$ cat src/hw/arsq_defines.svh
// timing constants and state codes for the autorange rectifier sequencer
`ifndef ARSQ_DEFINES_SVH
`define ARSQ_DEFINES_SVH
`define CLK_FREQ_HZ       200000000
`define ENABLE_DELAY_MS   150
`define BUSGOOD_DELAY_MS  150
`define DELAY_CYCLES(ms)  ((`CLK_FREQ_HZ / 1000) * (ms))
`define ST_OFF            6'h01
`define ST_CHARGE         6'h02
`define ST_BYPASS         6'h04
`define ST_ENWAIT         6'h08
`define ST_GOODWAIT       6'h10
`define ST_RUN            6'h20
`endif

$ cat src/hw/arsq_pkg.sv
// types shared by the rectifier sequencer files
`default_nettype none
`include "arsq_defines.svh"
package arsq_pkg;
	typedef enum logic [5:0]
	{
		stOff      = `ST_OFF,
		stCharge   = `ST_CHARGE,
		stBypass   = `ST_BYPASS,
		stEnWait   = `ST_ENWAIT,
		stGoodWait = `ST_GOODWAIT,
		stRun      = `ST_RUN
	} seq_state_t;

	// bus comparator results, all already synchronous to clk
	typedef struct packed
	{
		logic above400;
		logic above235;
		logic above205;
		logic above200;
		logic above180;
		logic slopeSettled;
		logic powerPresent;
	} bus_sense_t;

	// pin drive levels; high on a switch pin means switch on (active high)
	typedef struct packed
	{
		logic bypassClosed;
		logic doublerOn;
		logic convEnable;
		logic busGoodHigh;
	} seq_out_t;
endpackage
`default_nettype wire

$ cat src/hw/autorange_rectifier_sequencer.sv
// power-up and power-down sequencer for an autoranging rectifier front end
`timescale 1ns/1ps
`default_nettype none
`include "arsq_defines.svh"
// Function
// - both switches open at power application
// - enable off, bus-good high until released
// - settled slope: doubler on below 200 V
// - settled slope: bypass closes above 235 V
// - enable converters 150 ms after bypass
// - bus-good asserted further 150 ms later
// - bus-good deasserted below 205 V
// - converters disabled below 200 V
// - power back after disable restarts sequence
// - early power return keeps present states
// - above 400 V: disable, open bypass
// - below 180 V: open bypass
// - bus-good low normal, high abnormal
// - enable low disables, high enables
module autorange_rectifier_sequencer
	import arsq_pkg::*;
#(
	parameter int unsigned ENABLE_CYCLES  = `DELAY_CYCLES(`ENABLE_DELAY_MS),
	parameter int unsigned BUSGOOD_CYCLES = `DELAY_CYCLES(`BUSGOOD_DELAY_MS)
)
(
	input  wire logic       clk,
	input  wire logic       sys_rst,
	input  wire bus_sense_t sense,
	output seq_out_t        pins,
	output seq_state_t      seqState
);
	// ************************************************************
	// state
	// ************************************************************
	seq_state_t state_ff;
	seq_state_t nxt_state;
	seq_out_t   out_ff;
	seq_out_t   nxt_out;
	logic       enDone;
	logic       goodDone;

	// refused at elaboration: a zero delay would let the enable race the bypass
	if (ENABLE_CYCLES < 1 || BUSGOOD_CYCLES < 1)
	begin : g_bad_delay
		$error("sequencer delays must be at least one cycle");
	end

	// ************************************************************
	// delay timers
	// ************************************************************
	// both delays count whole clocks; inputs arrive synchronous
	delay_timer #(.CYCLES(ENABLE_CYCLES)) enTimer
	(
		.clk     (clk),
		.sys_rst (sys_rst),
		.run     (state_ff == stEnWait),
		.done    (enDone)
	);

	delay_timer #(.CYCLES(BUSGOOD_CYCLES)) goodTimer
	(
		.clk     (clk),
		.sys_rst (sys_rst),
		.run     (state_ff == stGoodWait),
		.done    (goodDone)
	);

	// ************************************************************
	// sequencing
	// ************************************************************
	// next state and pin levels; protection terms override the sequence
	always_comb
	begin
		nxt_state = state_ff;
		nxt_out   = out_ff;
		case (state_ff)
			stOff:
			begin
				nxt_out = '{bypassClosed: 1'b0, doublerOn: 1'b0,
					convEnable: 1'b0, busGoodHigh: 1'b1};
				if (sense.powerPresent)
					nxt_state = stCharge;
			end
			stCharge:
			begin
				// doubler picked first; bypass waits a cycle on the new range
				if (sense.slopeSettled)
				begin
					nxt_out.doublerOn = !sense.above200;
					nxt_state = stBypass;
				end
			end
			stBypass:
			begin
				// no timeout: a low bus here waits until it settles above 235 V
				if (sense.slopeSettled && sense.above235 && !sense.above400)
				begin
					nxt_out.bypassClosed = 1'b1;
					nxt_state = stEnWait;
				end
			end
			stEnWait:
			begin
				if (enDone)
				begin
					nxt_out.convEnable = 1'b1;
					nxt_state = stGoodWait;
				end
			end
			stGoodWait:
			begin
				if (goodDone)
				begin
					nxt_out.busGoodHigh = 1'b0;
					nxt_state = stRun;
				end
			end
			stRun:
			begin
				// power returning here changes nothing, sequence is not rerun
				nxt_state = stRun;
			end
			default:
			begin
				nxt_state = stOff;
			end
		endcase
		if (state_ff != stOff)
		begin
			if (!sense.above205)
				nxt_out.busGoodHigh = 1'b1;
			if (!sense.above200 && out_ff.convEnable)
			begin
				nxt_out.convEnable = 1'b0;
				nxt_out.busGoodHigh = 1'b1;
				nxt_state = stOff;
			end
			if (sense.above400)
			begin
				nxt_out.convEnable = 1'b0;
				nxt_out.bypassClosed = 1'b0;
				nxt_out.busGoodHigh = 1'b1;
				nxt_state = stOff;
			end
			if (!sense.above180 && out_ff.bypassClosed)
			begin
				nxt_out.bypassClosed = 1'b0;
				nxt_out.convEnable = 1'b0;
				nxt_out.busGoodHigh = 1'b1;
				nxt_state = stOff;
			end
		end
	end

	always_ff @(posedge clk)
	begin
		if (sys_rst)
		begin
			state_ff <= stOff;
			out_ff   <= '{bypassClosed: 1'b0, doublerOn: 1'b0,
				convEnable: 1'b0, busGoodHigh: 1'b1};
		end
		else
		begin
			state_ff <= nxt_state;
			out_ff   <= nxt_out;
		end
	end

	assign pins     = out_ff;
	assign seqState = state_ff;

	// ************************************************************
	// check helpers
	// ************************************************************
	logic [31:0] bypassAge_ff;
	logic [31:0] nxt_bypassAge;

	// clocks since the bypass closed, kept apart from the timers so
	// the delay checks do not trust the counters they are watching
	always_comb
	begin
		nxt_bypassAge = bypassAge_ff;
		if (state_ff == stEnWait || state_ff == stGoodWait)
			nxt_bypassAge = bypassAge_ff + 32'h1;
		else if (state_ff != stRun)
			nxt_bypassAge = '0;
	end

	always_ff @(posedge clk)
	begin
		if (sys_rst)
			bypassAge_ff <= '0;
		else
			bypassAge_ff <= nxt_bypassAge;
	end

	// ************************************************************
	// checks
	// ************************************************************
	a_reset_safe: assert property (@(posedge clk) $past(sys_rst) |->
		(!pins.bypassClosed && !pins.doublerOn)) else $error("switches not open after reset");
	a_reset_outs: assert property (@(posedge clk) $past(sys_rst) |->
		(!pins.convEnable && pins.busGoodHigh)) else $error("outputs not safe after reset");
	a_doubler_pick: assert property (@(posedge clk) disable iff (sys_rst)
		(state_ff == stCharge && sense.slopeSettled && !sense.above400 && sense.above180)
		|=> (pins.doublerOn == !$past(sense.above200))) else $error("doubler decision wrong");
	a_bypass_level: assert property (@(posedge clk) disable iff (sys_rst)
		$rose(pins.bypassClosed) |-> $past(sense.above235)) else $error("bypass closed low");
	a_enable_delay: assert property (@(posedge clk) disable iff (sys_rst)
		$rose(pins.convEnable) |-> $past(state_ff == stEnWait)) else $error("enable early");
	a_enable_time: assert property (@(posedge clk) disable iff (sys_rst)
		$rose(pins.convEnable) |-> (bypassAge_ff == ENABLE_CYCLES + 32'h1))
		else $error("enable delay off count");
	a_good_time: assert property (@(posedge clk) disable iff (sys_rst)
		$fell(pins.busGoodHigh) |-> (bypassAge_ff == ENABLE_CYCLES + BUSGOOD_CYCLES + 32'h2))
		else $error("bus good delay off count");
	a_good_after: assert property (@(posedge clk) disable iff (sys_rst)
		$fell(pins.busGoodHigh) |-> pins.convEnable) else $error("bus good before enable");
	a_good_drop: assert property (@(posedge clk) disable iff (sys_rst)
		(!sense.above205 && state_ff != stOff) |=> pins.busGoodHigh) else $error("bus good kept");
	a_enable_drop: assert property (@(posedge clk) disable iff (sys_rst)
		(!sense.above200 && pins.convEnable) |=> !pins.convEnable) else $error("enable kept");
	a_over_volt: assert property (@(posedge clk) disable iff (sys_rst)
		(sense.above400 && state_ff != stOff) |=> (!pins.convEnable && !pins.bypassClosed))
		else $error("overvoltage not handled");
	a_under_volt: assert property (@(posedge clk) disable iff (sys_rst)
		(!sense.above180 && pins.bypassClosed) |=> !pins.bypassClosed) else $error("bypass kept");
endmodule
`default_nettype wire

$ cat src/hw/delay_timer.sv
// one-shot cycle counter that flags expiry of a fixed delay
`timescale 1ns/1ps
`default_nettype none
`include "arsq_defines.svh"
module delay_timer
#(
	parameter int unsigned CYCLES = `DELAY_CYCLES(`ENABLE_DELAY_MS)
)
(
	input  wire logic clk,
	input  wire logic sys_rst,
	input  wire logic run,
	output logic      done
);
	localparam int W = $clog2(CYCLES + 1);
	logic [W-1:0] count_ff;
	logic [W-1:0] nxt_count;

	// refused at elaboration: a zero count would never leave its first state
	if (CYCLES < 1)
	begin : g_bad_cycles
		$error("delay_timer needs at least one cycle");
	end

	// counts while run is held and stops at CYCLES; clears on the first edge after run drops
	always_comb
	begin
		nxt_count = count_ff;
		if (!run)
			nxt_count = '0;
		else if (count_ff != W'(CYCLES))
			nxt_count = count_ff + W'(1);
	end

	always_ff @(posedge clk)
	begin
		if (sys_rst)
			count_ff <= '0;
		else
			count_ff <= nxt_count;
	end

	assign done = run && (count_ff == W'(CYCLES));
endmodule
`default_nettype wire

$ cat config.mk
export PLATFORM = sky130hd
export DESIGN_NAME = autorange_rectifier_sequencer
export DESIGN_NICKNAME = d
export VERILOG_FILES = /design/src/hw/arsq_pkg.sv /design/src/hw/autorange_rectifier_sequencer.sv /design/src/hw/delay_timer.sv
export VERILOG_INCLUDE_DIRS = /design/src /design/src/hw
export SDC_FILE = /design/constraint.sdc
export NUM_CORES = 1
export LEC_CHECK = 0
export CORE_ASPECT_RATIO = 0.75
export CORE_UTILIZATION = 53
export DETAILED_ROUTE_END_ITERATION = 6
export DONT_BUFFER_PORTS = 1
export PLACE_DENSITY = 0.7
export SYNTH_ARGS = -nofsm -noshare
export SYNTH_HDL_FRONTEND = slang
export SYNTH_HIERARCHICAL = 1
export SYNTH_SLANG_ARGS = --single-unit
export TNS_END_PERCENT = 30
$ cat constraint.sdc
create_clock -name clk -period 1.91 [get_ports clk]
set_input_delay 0.0955 -clock clk [delete_from_list [all_inputs] [get_ports clk]]
set_output_delay 0.0955 -clock clk [all_outputs]
set_load 0.01 [all_outputs]
Yosys cells after proc, flatten, opt, wreduce, memory -nomap -nowiden
Cells that the tools add are included.
Word-level totals
  flip-flop bits (word level): 60
  output and inout bits: 10
  word-level logic and storage cells: 62
Operators by class
  $add $sub $neg: 2
  equality and inequality tests: 12
  mux-type cells: 26
  bitwise gates (word level): 2
  reduce and logical (&&, ||, !) cells: 13
Operators with widths (count)
  6-bit 2-to-1 mux: 9
  25-bit by 1-bit adder with 25-bit output (second input constant): 2
  25-bit equality test (second input constant): 2
  25-bit != test (second input constant): 2
  6-bit one-hot mux with 6 select lines: 1
  1-bit 2-to-1 mux: 8
  2-bit 2-to-1 mux: 4
  1-bit one-hot mux with 2 select lines: 4
  6-bit by 1-bit equality test with 1-bit output (second input constant): 1
  6-bit by 2-bit equality test with 1-bit output (second input constant): 1
  6-bit by 3-bit equality test with 1-bit output (second input constant): 1
  6-bit by 4-bit equality test with 1-bit output (second input constant): 1
  6-bit by 5-bit equality test with 1-bit output (second input constant): 1
  6-bit equality test (second input constant): 1
  1-bit logical AND: 6
  6-bit by 1-bit != test with 1-bit output (second input constant): 1
  2-bit OR reduction: 2
  1-bit zero test: 3
  2-bit != test (second input constant): 1
  1-bit inverter: 2
  2-bit AND reduction: 1
  2-bit nonzero test: 1

Longest topological paths before layout
  word-level depth: 9
  depth in mapped cells: 9
  depth with buffers taken out: 9

Modules after synthesis
The synthesis kept the hierarchy.
Modules (own cells, without submodules)
  delay_timer: times used 2, cells an instance 146, area each 1252.5 um^2
  autorange_rectifier_sequencer: times used 1, cells an instance 68, area each 548.0 um^2

Worst setup path after synthesis
No wires, ideal clock.
  path type: reg2reg
  start point: register state_ff[1] (netlist: seqState[1])
  end point: register goodTimer.count_ff[2]
  arrival: 2.091 ns
  data required time: 1.823 ns
  setup slack: -0.268 ns
  stages on the path, launching flop included: 8
  period minus slack after synthesis: 2.178 ns
  cells stage by stage: dfxtp_1 -> clkbuf_1 -> or4_1 -> or3b_2 -> inv_1 -> nor2b_1 -> o2111ai_1 -> o31ai_1
On the way
  word-level cells in the longest chain between the ends: 3
RTL lines
  start, declared: RTL line autorange_rectifier_sequencer.sv:36  | seq_state_t state_ff;
  start signal, assigned: RTL line autorange_rectifier_sequencer.sv:160  | state_ff <= stOff;
  start signal, assigned: RTL line autorange_rectifier_sequencer.sv:166  | state_ff <= nxt_state;
  6-bit by 5-bit equality test with 1-bit output: RTL line autorange_rectifier_sequencer.sv:65  | .run (state_ff == stGoodWait),
  1-bit inverter (no line)
  2-bit OR reduction (no line)
  end signal, assigned: RTL line delay_timer.sv:40  | count_ff <= nxt_count;
  end, declared: RTL line delay_timer.sv:16  | logic [W-1:0] count_ff;
No other way between the ends.
A chain may end at the register's enable or synchronous reset.

Worst setup path after layout
  start point: register enTimer.count_ff[18]
  end point: register state_ff[3] (netlist: seqState[3])
On the way
  word-level cells in the longest chain between the ends: 8
RTL lines
  start, declared: RTL line delay_timer.sv:16
  start signal, assigned: RTL line delay_timer.sv:40
  25-bit equality test *: RTL line delay_timer.sv:43  | assign done = run && (count_ff == W'(CYCLES));
  1-bit logical AND *: RTL line delay_timer.sv:43
  via enDone: RTL line autorange_rectifier_sequencer.sv:40  | logic enDone;
  6-bit 2-to-1 mux *: RTL line autorange_rectifier_sequencer.sv:105  | if (enDone)
  6-bit one-hot mux with 6 select lines *: RTL line autorange_rectifier_sequencer.sv:77  | case (state_ff)
  6-bit 2-to-1 mux: RTL line autorange_rectifier_sequencer.sv:133  | if (!sense.above200 && out_ff.convEnable)
  6-bit 2-to-1 mux: RTL line autorange_rectifier_sequencer.sv:139  | if (sense.above400)
  6-bit 2-to-1 mux: RTL line autorange_rectifier_sequencer.sv:146  | if (!sense.above180 && out_ff.bypassClosed)
  6-bit 2-to-1 mux *: RTL line autorange_rectifier_sequencer.sv:129  | if (state_ff != stOff)
The timed path passes the listed nets; every way through them passes the cells marked *.

==> results.md <==
- The checks that failed: negative setup slack.
- Entering global routing, the biggest net connects 16 pins.
- The setup slack after layout is -0.0252 ns.
- Of the total power, registers draw 0.500.
- The layout filler cell count is 408.
- The critical path endpoint category is a register.
- The routed layout has 2,909 vias.
- The mean number of vias per cell is 5.74.
- TritonCTS built the clock tree.
- The count of cell types in the netlist is 49.
- The post-route clock skew is 0.00825 ns.
- The register bit total from synthesis is 60.
- The via count of the first global-routing pass is 2,650.
- The final count of pins violating max slew is 0.
- After layout, the design draws a total of 2.56 mW.
- Signal routing reaches up to met4.
- The length of routed met2 wiring is 3.16 mm.
- Measured along the y axis, the die boundary spans 67.7 µm.
- In this run the tightest slew margin relative to its limit is 0.709.
- After technology mapping, the gate count stands at 360.
- The detailed router put a total of 3.66 mm of wire on met1.
- A synthesized cell averages 8.48 µm².
- The tree is rooted in a clkbuf_8.
- In this run, the number of DRC markers left after iteration 0 of detailed routing was 240.
- Dividing total power by cell area gives a power density of 664 nW/µm².
- The top fanout value on the critical path is 2.
- The category of the worst setup path launch point is a register.
- In this run, synthesis inferred 0 flip-flops with an integrated enable.
- The most used flip-flop cell after synthesis is dfxtp_1.
- The H-tree was split into 3 levels.
- The number of violations of the max-capacitance limit is 0.
- The cell-internal power is 1.91 mW.
- When the netlist entered floorplanning its net count stood at 373.
- The synthesis-to-finish area growth is 26.6%.
- The flip-flop and latch area is 1210 µm².
- After detailed routing, the number of remaining DRC violations is 0.
- The core footprint is 5440 µm².
- The total count of hold-check failures in the final report is 0.
- The switching power as a share of total power is 0.254.
- 0 antenna diodes ended up in the layout.
- For this run, the detailed router's first-pass iteration total came to 4.
- The number of buffers added by the clock tree synthesis step is 9.
- The total global routing track utilization is 0.267.
- The share of the synthesized area in the top cell type is 0.393.
- The number of antenna violations at the first check in global routing was 0.
- The clock passes through at most 2 buffers.
- The portion of total power attributed to the clock network is 0.387.
- The final standard cell count with taps included and fillers excluded is 507.
- The floorplan has 23 rows.
- The maximum vdd ir drop is 0.659 mV.
- For the pin with the worst max-slew slack, the measured transition is 0.431 ns.
- The number of nets still failing antenna checks after routing is 0.
- The min-delay analysis places its worst path in the category in -> reg.
- The placed cell count is 484.
- Pin placement for this block handled 19 I/O pins.
- After synthesis, the cell types taking the most area are dfxtp_1 (39%), xnor2_1 (5.2%), nor2_1 (3.9%), nand2_1 (3.7%), a21oi_1 (3.4%).
- The met3 wirelength from detailed routing is 498 µm.
- The utilization after layout is 0.710.
- For this run the aggregate overflow at the end of global routing stands at 0.
- The required time at the endpoint of the critical path is 2.14 ns.
- Counting I/O delays and the setup requirement, the final critical path takes 1.94 ns.
- The Yosys step of the flow raised 6 warnings.
- Setup repair after global routing could not meet its margin everywhere.
- The category of the most critical setup path is reg -> reg.
- The first global-routing pass estimated 12.1 mm of wire.
- For this design the static power due to leakage is 1.26 nW.
- The die width is 89.6 µm.
- Summed over all layers, the routed wires come to 7.38 mm.
- The fraction of synthesis flops using an asynchronous set or reset pin is 0.
- Of the cells placed in the final design, the portion with a size suffix greater than 1 is 0.266.
- The starting density of the core is 0.561.
- Clock-pin slew was measured on the worst setup and hold paths at 0.07 ns.
- Summing all multi-input logic gate instances after layout gives 1830 µm².
- The average wire per standard cell is 14.6 µm.
- Detailed placement ended at an HPWL of 5.34 mm.
- The share of the Yosys chip area taken by registers is 0.393.
- The count of buffers added on input and output ports is 0.
- The clock net in this run drives a total of 60 sinks.
- The critical path data arrival time is 2.17 ns.
- Of the total power, combinational logic draws 0.113.
- The number of nets in the final layout is 440.
- Of the available clock period, the critical path in the final layout requires 1.01.
- The mapped cell area is 3050 µm².
- The source-to-sink clock delay at the later pin of the worst-skew pair is 0.34 ns.
- In this run the power spent charging and discharging nets is 651 µW.
- The run finished, with violations left.
- The timing-limited maximum frequency is 0.517 GHz.
- The worst setup slack after placement is -0.0118 ns.
- The die covers 6070 µm².
- The top cell type by total area after synthesis is dfxtp_1.
- The last weighted congestion value of the routability-driven placer is 0.845.
- The number of failing setup endpoints in the final timing report is 3.
-- power groups by stage --
stage	sequential (mW)	clock [mW]	combinational (mW)
after detailed placement	1.31	0	0.269
after CTS	1.28	1.01	0.283
after floorplan	1.32	0	0.190
after global placement	1.31	0	0.269
final	1.28	0.992	0.290
after global routing	1.29	1.08	0.310
-- Yosys cell counts (3+ instances only) --
| library cell | instances |
|---|---|
| a21oi_1 | 21 |
| or3_1 | 13 |
| nand2b_1 | 3 |
| nor2_1 | 32 |
| or4_1 | 9 |
| o21ai_0 | 15 |
| o31ai_1 | 10 |
| dfxtp_1 | 60 |
| ha_1 | 4 |
| or4_4 | 7 |
| nor4b_1 | 4 |
| xor2_1 | 6 |
| mux2i_1 | 4 |
| nand4_1 | 11 |
| nor4_1 | 11 |
| nor2b_1 | 4 |
| nand2_1 | 30 |
| nor3_1 | 12 |
| and2_1 | 4 |
| nand3_1 | 19 |
| buf_1 | 4 |
| xnor2_1 | 18 |
| inv_1 | 21 |
-- cells in the final DEF (no fill, tap or decap), types with 9 or more instances in the layout --
cell,netlist,routed
inv_1,21,18
o31ai_1,10,10
dfxtp_2,0,9
nor4_1,11,10
nand2_1,30,30
clkbuf_8,0,10
or3_1,13,13
dfxtp_1,60,51
xnor2_1,18,18
nand3_1,19,17
nand4_1,11,11
nor3_1,12,12
a21oi_1,21,20
o21ai_0,15,14
buf_4,0,55
or4_4,7,10
nor2_1,32,30
-- through the flow --
| step | TNS (ns) | instance area [µm²] | hold WS (ns) |
|---|---|---|---|
| after floorplan | -0.0342 | 3100 | 0.165 |
| after global routing | -0.383 | 3860 | 0.0432 |
| after detailed placement | -0.0118 | 3570 | 0.173 |
| final | -0.0439 | 3860 | 0.0295 |
| after global placement | 0 | 3570 | 0.169 |
| after CTS | 0 | 3800 | 0.0114 |
-- worst max-delay path, cell delays in order, from the launching register on --
cell       delay (ns)
dfxtp_2          0.32
or4b_1           0.51
or4_4            0.56
nor2_4           0.11
and2_4           0.15
inv_2            0.03
a2bb2oi_2        0.10
nor2_1           0.05
-- per-layer routing --
metal	global-route usage	vias up
met4	0.0774	0
li1	-	1453
met1	0.370	1378
met5	0	-
met3	0.0954	6
met2	0.388	72
-- kinds of logic after synthesis --
kind of cell	after synthesis	synth area share
flip-flops	60	0.393
buffers and inverters	27	0.0332
AND/OR/NAND/NOR	180	0.348
XOR/XNOR	24	0.0689
AO/OA/AOI/OAI	60	0.124
adder cells (fa/ha/maj)	5	0.0201
multiplexers	4	0.0131
-- worst paths after layout --
check,end,slack [ns],from,cells after the start
max,seqState[3]$_SDFF_PP0_,-0.03,enTimer/count_ff[18]$_SDFFE_PP0P_,7
min,seqState[1]$_SDFF_PP0_,0.03,sense[0],2
max reg2reg,seqState[3]$_SDFF_PP0_,-0.03,enTimer/count_ff[18]$_SDFFE_PP0P_,7
min reg2reg,goodTimer/count_ff[24]$_SDFFE_PP0P_,0.48,goodTimer/count_ff[24]$_SDFFE_PP0P_,2
-- flip-flops by register name (all words and copies together), names as in the netlist --
name,count
pins,4
enTimer/count_ff,25
seqState,6
goodTimer/count_ff,25
-- timing repair --
item,4_1_cts,5_1_grt
setup buffers,0,1
pin swaps,0,9
hold buffers,6,0
resized for setup,2,18
hold endpoints to repair,10,0
endpoints found under the setup margin,2,16
-- cell type report --
class / instances / area share
Clock buffer: 11 / 0.0366
Clock inverter: 5 / 0.00712
Inverter: 21 / 0.0204
Multi-Input combinational cell: 273 / 0.472
Sequential cell: 60 / 0.314
Tap cell: 75 / 0.0243
Timing Repair Buffer: 62 / 0.125
Power figures use the tool's default switching activity.
